### config.mk
export PLATFORM = sky130hd
export DESIGN_NAME = parallel_adapter
export DESIGN_NICKNAME = d
export VERILOG_FILES = /design/src/core/parallel_adapter_pkg.sv /design/src/core/parallel_adapter.sv
export SDC_FILE = /design/constraint.sdc
export NUM_CORES = 1
export LEC_CHECK = 0
export BUFFER_PORTS_ARGS = -buffer_cell sky130_fd_sc_hd__buf_4
export CAP_MARGIN = 20
export CORE_MARGIN = 2
export CORE_UTILIZATION = 53
export DETAILED_ROUTE_END_ITERATION = 6
export PLACE_DENSITY = 0.78
export SYNTH_ARGS = -nofsm -noshare
export SYNTH_HDL_FRONTEND = slang
export SYNTH_SLANG_ARGS = --single-unit
### constraint.sdc
create_clock -name core_clk -period 4.1 [get_ports core_clk]
set_input_delay 0.41 -clock core_clk [delete_from_list [all_inputs] [get_ports core_clk]]
set_output_delay 0.41 -clock core_clk [all_outputs]
set_load 0.03 [all_outputs]
### src/core/parallel_adapter_pkg.sv
// Purpose: Shared constants of the two-port parallel adapter control logic
// Assumes: Single 10 MHz core clock
// Notes:   Control bit positions are shared by both ports
package parallel_adapter_pkg;
    localparam int CLK_PERIOD_NS   = 100;
    localparam int CLEAR_MIN_NS    = 1000;
    // Least hold time of the clear pin, rounded up to whole cycles
    localparam int CLEAR_CYCLES    = (CLEAR_MIN_NS + CLK_PERIOD_NS - 1) / CLK_PERIOD_NS;
    localparam int NUM_PORTS       = 2;
    localparam int PORT_A          = 0;
    localparam int PORT_B          = 1;
    // Control register fields
    localparam int CTL_C1_ALLOW    = 0;
    localparam int CTL_C1_RISE     = 1;
    localparam int CTL_SEL_IO      = 2;
    localparam int CTL_C2_B3       = 3;
    localparam int CTL_C2_B4       = 4;
    localparam int CTL_C2_OUT      = 5;
    localparam int CTL_FLAG2       = 6;
    localparam int CTL_FLAG1       = 7;
    localparam int CTL_WR_BITS     = 6;
    localparam logic [7:0] REG_RESET = 8'h00;
    // Register select: zero line picks data (0) or control (1), one line picks the port
    localparam logic SEL_DATA      = 1'b0;
    localparam logic SEL_CTRL      = 1'b1;
endpackage

### src/core/parallel_adapter.sv
// Purpose: Control registers, control lines and reset of a two-port parallel adapter
// Assumes: All pins synchronous to core_clk; bus actions take effect at the fall of enable_in
// Notes:   Data pins are three signals each; the bench resolves the wires
`timescale 1ns/1ps
`default_nettype none

// Behaviour
// - Clear pin held low one microsecond clears every register of both ports.
// - After clear all data pins are inputs since direction registers are zero.
// - After clear all four control lines are falling-edge interrupt inputs.
// - After clear all control-line interrupts are masked; request outputs stay high.
// - Control bit 1 picks first-line edge, bit 0 allows its interrupt.
// - Bit 5 low: second line is input, bit 4 edge, bit 3 allow.
// - Bits 5,4 = 10: second line output, bit 3 picks handshake or pulse.
// - Control bit 2 steers data address: 0 direction, 1 io register.
// - Only bits 0-5 are writable; bits 7,6 are edge-set read-only flags.
// - Flags clear on read of that port's io register, not on io writes; a control write setting bit 5 clears bit 6.
// - Port A read handshake drops its second line at enable fall ending the read.
module parallel_adapter #(
    parameter int unsigned CLEAR_CYCLES = parallel_adapter_pkg::CLEAR_CYCLES
) (
    input  wire logic       core_clk,
    input  wire logic       rst,
    input  wire logic       chip_clear_in_n,
    input  wire logic       enable_in,
    input  wire logic       chip_sel,
    input  wire logic       read_not_write,
    input  wire logic       reg_sel_zero,
    input  wire logic       reg_sel_one,
    input  wire logic [7:0] data_in,
    output logic      [7:0] data_out,
    output logic            data_oe,
    input  wire logic [7:0] port_a_pins_in,
    output logic      [7:0] port_a_pins_out,
    output logic      [7:0] port_a_pins_oe,
    input  wire logic [7:0] port_b_pins_in,
    output logic      [7:0] port_b_pins_out,
    output logic      [7:0] port_b_pins_oe,
    input  wire logic       port_a_strobe_in,
    input  wire logic       port_b_strobe_in,
    input  wire logic       port_a_ctrl_line_in,
    output logic            port_a_ctrl_line_out,
    output logic            port_a_ctrl_line_oe,
    input  wire logic       port_b_ctrl_line_in,
    output logic            port_b_ctrl_line_out,
    output logic            port_b_ctrl_line_oe,
    output logic            port_a_int_req_n,
    output logic            port_b_int_req_n
);
    localparam int CW = $clog2(CLEAR_CYCLES + 1);
    localparam int NP = parallel_adapter_pkg::NUM_PORTS;

    // Bus cycle captured while enable is high, acted on at its fall
    logic       e_prev_q;
    logic       acc_cs_q;
    logic       acc_rw_q;
    logic       acc_rs0_q;
    logic       acc_rs1_q;
    logic [7:0] acc_data_q;
    logic [CW-1:0] clr_cnt_q;
    logic [CW-1:0] clr_cnt_d;
    logic       e_fall;
    logic       clr_now;
    logic [7:0] rd_word;
    logic [7:0] data_out_q;
    logic       data_oe_q;

    logic [7:0] ctl_q     [NP];
    logic [7:0] ctl_d     [NP];
    logic [7:0] dir_q     [NP];
    logic [7:0] out_q     [NP];
    logic [7:0] pins_in   [NP];
    logic [7:0] io_view   [NP];
    logic       s1_in     [NP];
    logic       c2_in     [NP];
    logic       s1_prev_q [NP];
    logic       c2_prev_q [NP];
    logic       c2_out_q  [NP];
    logic       irq_n_q   [NP];
    logic       c1_edge   [NP];
    logic       c2_edge   [NP];
    logic       wr_ctl    [NP];
    logic       wr_data   [NP];
    logic       rd_io     [NP];
    logic       wr_io     [NP];

    assign e_fall  = e_prev_q & ~enable_in;
    // Clear acts while the pin is still low once it has been low long enough
    assign clr_now = ~chip_clear_in_n && (clr_cnt_q >= CW'(CLEAR_CYCLES - 1));
    assign clr_cnt_d = chip_clear_in_n ? '0 :
                       (clr_cnt_q == CW'(CLEAR_CYCLES)) ? clr_cnt_q : clr_cnt_q + 1'b1;

    assign pins_in[parallel_adapter_pkg::PORT_A] = port_a_pins_in;
    assign pins_in[parallel_adapter_pkg::PORT_B] = port_b_pins_in;
    assign s1_in[parallel_adapter_pkg::PORT_A]   = port_a_strobe_in;
    assign s1_in[parallel_adapter_pkg::PORT_B]   = port_b_strobe_in;
    assign c2_in[parallel_adapter_pkg::PORT_A]   = port_a_ctrl_line_in;
    assign c2_in[parallel_adapter_pkg::PORT_B]   = port_b_ctrl_line_in;

    always_ff @(posedge core_clk or posedge rst) begin
        if (rst) begin
            e_prev_q   <= 1'b0;
            acc_cs_q   <= 1'b0;
            acc_rw_q   <= 1'b1;
            acc_rs0_q  <= 1'b0;
            acc_rs1_q  <= 1'b0;
            acc_data_q <= 8'h00;
            clr_cnt_q  <= '0;
            data_out_q <= 8'h00;
            data_oe_q  <= 1'b0;
        end else begin
            e_prev_q  <= enable_in;
            clr_cnt_q <= clr_cnt_d;
            if (enable_in) begin
                acc_cs_q   <= chip_sel;
                acc_rw_q   <= read_not_write;
                acc_rs0_q  <= reg_sel_zero;
                acc_rs1_q  <= reg_sel_one;
                acc_data_q <= data_in;
            end
            data_oe_q  <= enable_in & chip_sel & read_not_write;
            data_out_q <= rd_word;
        end
    end

    // Read view: control, or direction / io register as bit 2 steers
    assign rd_word = (reg_sel_zero == parallel_adapter_pkg::SEL_CTRL) ? ctl_q[reg_sel_one] :
                     ctl_q[reg_sel_one][parallel_adapter_pkg::CTL_SEL_IO] ?
                     io_view[reg_sel_one] : dir_q[reg_sel_one];

    genvar p;
    generate
        for (p = 0; p < NP; p++) begin : g_port
            logic sel;
            logic c2_out_d;
            logic flag1_d;
            logic flag2_d;
            logic trig;
            assign sel = e_fall & acc_cs_q & (acc_rs1_q == 1'(p));
            assign wr_ctl[p]  = sel & ~acc_rw_q & (acc_rs0_q == parallel_adapter_pkg::SEL_CTRL);
            assign wr_data[p] = sel & ~acc_rw_q & (acc_rs0_q == parallel_adapter_pkg::SEL_DATA);
            assign rd_io[p]   = sel & acc_rw_q & (acc_rs0_q == parallel_adapter_pkg::SEL_DATA)
                                & ctl_q[p][parallel_adapter_pkg::CTL_SEL_IO];
            assign wr_io[p]   = wr_data[p] & ctl_q[p][parallel_adapter_pkg::CTL_SEL_IO];
            // Driven bits read back the output register, inputs the pin
            assign io_view[p] = (out_q[p] & dir_q[p]) | (pins_in[p] & ~dir_q[p]);
            assign c1_edge[p] = ctl_q[p][parallel_adapter_pkg::CTL_C1_RISE] ?
                                (~s1_prev_q[p] & s1_in[p]) : (s1_prev_q[p] & ~s1_in[p]);
            assign c2_edge[p] = ctl_q[p][parallel_adapter_pkg::CTL_C2_B4] ?
                                (~c2_prev_q[p] & c2_in[p]) : (c2_prev_q[p] & ~c2_in[p]);
            // New edge wins over the clearing read in the same cycle
            assign flag1_d = c1_edge[p] | (ctl_q[p][parallel_adapter_pkg::CTL_FLAG1] & ~rd_io[p]);
            assign flag2_d = ~ctl_q[p][parallel_adapter_pkg::CTL_C2_OUT] & (c2_edge[p] |
                             (ctl_q[p][parallel_adapter_pkg::CTL_FLAG2] & ~rd_io[p]));
            assign ctl_d[p] = clr_now ? parallel_adapter_pkg::REG_RESET :
                              {flag1_d, flag2_d, wr_ctl[p] ? acc_data_q[5:0] : ctl_q[p][5:0]};
            // Port A answers reads, port B answers writes
            assign trig = (p == parallel_adapter_pkg::PORT_A) ? rd_io[p] : wr_io[p];
            always_comb begin
                c2_out_d = c2_out_q[p];
                if (!ctl_q[p][parallel_adapter_pkg::CTL_C2_OUT]) begin
                    c2_out_d = 1'b1;
                end else if (ctl_q[p][parallel_adapter_pkg::CTL_C2_B4]) begin
                    c2_out_d = ctl_q[p][parallel_adapter_pkg::CTL_C2_B3];
                end else if (trig) begin
                    c2_out_d = 1'b0;
                end else if (ctl_q[p][parallel_adapter_pkg::CTL_C2_B3]) begin
                    if (e_fall) begin
                        c2_out_d = 1'b1;
                    end
                end else if (c1_edge[p]) begin
                    c2_out_d = 1'b1;
                end
            end
            always_ff @(posedge core_clk or posedge rst) begin
                if (rst) begin
                    ctl_q[p]     <= parallel_adapter_pkg::REG_RESET;
                    dir_q[p]     <= parallel_adapter_pkg::REG_RESET;
                    out_q[p]     <= parallel_adapter_pkg::REG_RESET;
                    s1_prev_q[p] <= 1'b1;
                    c2_prev_q[p] <= 1'b1;
                    c2_out_q[p]  <= 1'b1;
                    irq_n_q[p]   <= 1'b1;
                end else begin
                    s1_prev_q[p] <= s1_in[p];
                    c2_prev_q[p] <= c2_in[p];
                    ctl_q[p]     <= ctl_d[p];
                    if (clr_now) begin
                        dir_q[p]    <= parallel_adapter_pkg::REG_RESET;
                        out_q[p]    <= parallel_adapter_pkg::REG_RESET;
                        c2_out_q[p] <= 1'b1;
                    end else begin
                        c2_out_q[p] <= c2_out_d;
                        if (wr_data[p] && !ctl_q[p][parallel_adapter_pkg::CTL_SEL_IO]) begin
                            dir_q[p] <= acc_data_q;
                        end
                        if (wr_io[p]) begin
                            out_q[p] <= acc_data_q;
                        end
                    end
                    irq_n_q[p] <= ~((ctl_d[p][parallel_adapter_pkg::CTL_FLAG1]
                                     & ctl_d[p][parallel_adapter_pkg::CTL_C1_ALLOW])
                                  | (ctl_d[p][parallel_adapter_pkg::CTL_FLAG2]
                                     & ctl_d[p][parallel_adapter_pkg::CTL_C2_B3]
                                     & ~ctl_d[p][parallel_adapter_pkg::CTL_C2_OUT]));
                end
            end
        end
    endgenerate

    assign data_out             = data_out_q;
    assign data_oe              = data_oe_q;
    assign port_a_pins_out      = out_q[parallel_adapter_pkg::PORT_A];
    assign port_a_pins_oe       = dir_q[parallel_adapter_pkg::PORT_A];
    assign port_b_pins_out      = out_q[parallel_adapter_pkg::PORT_B];
    assign port_b_pins_oe       = dir_q[parallel_adapter_pkg::PORT_B];
    assign port_a_ctrl_line_out = c2_out_q[parallel_adapter_pkg::PORT_A];
    assign port_a_ctrl_line_oe  = ctl_q[parallel_adapter_pkg::PORT_A][5];
    assign port_b_ctrl_line_out = c2_out_q[parallel_adapter_pkg::PORT_B];
    assign port_b_ctrl_line_oe  = ctl_q[parallel_adapter_pkg::PORT_B][5];
    assign port_a_int_req_n     = irq_n_q[parallel_adapter_pkg::PORT_A];
    assign port_b_int_req_n     = irq_n_q[parallel_adapter_pkg::PORT_B];
endmodule
`default_nettype wire

==> summary.txt <==
Fin Setup TNS = 0 ps
Slew Viols, Final = 0
fin nets = 478
Seq. cell area = 2060 um2
crit-path leading delay family = simple AND/OR/NAND/NOR gates
Mapped Nets = 404
met1 usage in global routing = 0.343
critical path class = reg2reg
Root Buffer = clkbuf_8
pwr dens = 542 nW/um2
synth-to-layout area growth = 22.4%
Synth warnings = 0
grt ovf = 0
CP Cell Sequence = nand4bb_4, nor3_1, buf_4, mux2i_1, nor2_1
Total GRT Usage = 0.245
number of global-route vias before repair = 3039
asr flop ratio synth = 1.00
num ports = 83
Clock Sinks = 82
multi-input combinational cell area = 1670 um2
GR Util met2 = 0.393
DRC viols = 0
Max Freq = 446 MHz
Die H = 90.0 um
Pwr Total = 2.60 mW
worst vdd ir = 292 uV
CTS tree = done
CP max FO = 9
fraction of layout cells with a size suffix above 1 = 0.289
fin crit period = 2240 ps
Mapped Cells = 364
Lkg Pwr = 2.12 nW
slowest CP cell = nor3_1
hold_buf cts = 0
PortBufs = 82
Post-synth EDFFs = 0
Syn Std Cell Area = 3920 um2
period utilization = 0.547
1st-pass router iterations = 4
Synth Flop Type = dfrtp_1
Post-CTS Setup Repair Bufs = 0
critical path startpoint category = flip-flop
Ant. Diodes = 0
Core Rows = 31
CTS Buffer Depth = 2
RePlAce Congestion = 0.930
Initial DRC Count = 231
final hold vios = 0
dpl cells = 526
CP Capture Type = flip-flop
unrepaired setup endpoints after global routing = no
Worst Skew = 5.96 ps
CTS Buf Count = 9
Worst Hold Margin = 179 ps
Core Area = 7210 um2
Post-Route Utilization = 0.665
latest clock arrival within the worst-skew pair = 350 ps
wire length per cell = 18.0 um
FILL cells = 586
Buf/Inv on CP = 1
status = finished, final reports clean
Syn Area/Cell = 10.8 um2
Initial Util = 0.543
Synth Register Bits = 82
detail-routed via count per cell = 5.76
final antenna-violating net count = 0
unique cell type count in the Yosys netlist = 45
H-tree depth = 3
crit path from = acc_rs0_q
busiest metal layer after global routing = met2
HP Start = port_a_ctrl_line_in
GR Util met3 = 0.0360
final setup fails = 0
post-cts sizing count = 0
largest net degree at the start of global routing = 50
full die area = 8100 um2
hpwl dp = 6810 um
Routed WL = 9740 um
Arrival @ worst endpoint = 2460 ps
worst r2r src = acc_rs0_q
Slew headroom = 0.332
MaxCap Viol Count = 0
Slew @ Worst Pin = 989 ps
Critical Path Max Stage Delay = 820 ps
initial antenna violation count = 0
HP Class = in2reg
total number of vias = 3123
Non-Filler Instances = 542
Clock Pin Slew Worst Setup and Hold Paths = 80 ps
register area share after synthesis = 0.527
Critical Path RT = 4320 ps
Die X = 90.0 um
first-pass GRT wire length = 15700 um
[flip-flops by register name, indices dropped and copies added (netlist names), 2 cells and up]
signal and count:
clr_cnt_q 4, data_out 8, port_a_pins_oe 8, port_b_pins_out 8, s1_prev_q 2, port_b_pins_oe 8
port_a_pins_out 8, acc_data_q 8, ctl_q 14, c2_prev_q 2
[stage by stage]
step | cell area [um2] | setup slack [ps]
floorplan | 3920 | 1600
global placement | 4580 | 1690
detailed placement | 4590 | 1660
CTS | 4800 | 1880
global route | 4800 | 1700
finish | 4800 | 1860
[layer usage]
layer / share of wire / vias to the layer above / wire length, um
li1: - / 1438 / -
met1: 0.43 / 1553 / 4240
met2: 0.50 / 116 / 4840
met3: 0.051 / 16 / 501
met4: 0.017 / 0 / 169
met5: 0 / - / 0
[cells in the final DEF (no fill, tap or decap), types with 5 or more instances in the layout]
master    instances
dfrtp_1          73
a311o_1          12
o21ai_0          17
buf_4            86
a21oi_1          34
dfstp_2           9
nand3b_1          5
mux2i_1          39
mux2_2           11
nor2_1           43
inv_1            22
nand2b_1          5
clkbuf_8         10
nand2_1          19
a32oi_1           8
[Yosys cell counts, types with 2 or more instances]
cell type,number,area (um2)
a21oi_1,34,170
a311o_1,12,120
a311oi_1,4,35.0
a32oi_1,8,70.1
and3_1,2,12.5
buf_1,2,7.51
buf_2,5,25.0
buf_6,2,22.5
clkbuf_1,12,45.0
clkbuf_2,2,10.0
dfrtp_1,73,1830
dfstp_2,9,236
ha_1,4,50.1
inv_1,23,86.3
mux2_2,11,124
mux2i_1,39,390
nand2_1,19,71.3
nand2b_1,5,31.3
nand3_1,2,10.0
nand3b_1,5,37.5
nor2_1,43,161
nor2b_1,3,18.8
nor3b_1,2,15.0
nor4_4,2,42.5
o21ai_0,17,85.1
o311a_1,2,20.0
o311ai_0,2,17.5
or2_2,2,12.5
or3_1,2,12.5
[where the power goes]
part	total [mW]	internal, mW	switching [mW]
Sequential	1.18	0.982	0.194
Combinational	0.795	0.324	0.471
Clock	0.630	0.361	0.269
Total	2.60	1.67	0.934
[cells by family after synthesis]
| group | Yosys count | share of synthesized area |
|---|---|---|
| AO/OA/AOI/OAI | 85 | 0.145 |
| XOR/XNOR | 2 | 0.00447 |
| adder cells (fa/ha/maj) | 4 | 0.0128 |
| buffers and inverters | 46 | 0.0501 |
| flip-flops | 82 | 0.527 |
| multiplexers | 50 | 0.131 |
| AND/OR/NAND/NOR | 95 | 0.130 |
[area by class of cell]
cell class	count	share of cell area
inverter	23	0.0183
tap	99	0.0258
timing repair buffer	86	0.135
multi-input combinational	236	0.347
clock inverter	2	0.0125
sequential	82	0.430
clock buffer	14	0.0318
[worst reg2reg max path, delay by kind of cell (launching register included)]
family	cells	cell delay, ps
and+or+nand+nor	3	1210
DFF	1	390
buffers and inverters	1	300
muxes	1	210
[final timing paths]
check                      cells past startpoint                 end  slack (ps)
setup / recovery                               5  port_b_pins_out[1]        1860
hold / removal                                 1        c2_prev_q[1]         180
setup reg to reg                               5  port_b_pins_out[1]        1860
hold reg to reg                                1           acc_rs0_q         550
max in group asynchronous                      3        s1_prev_q[0]        2950
min in group asynchronous                      2           ctl_q[10]         210
Note: power is estimated with default switching activity, not from simulation.
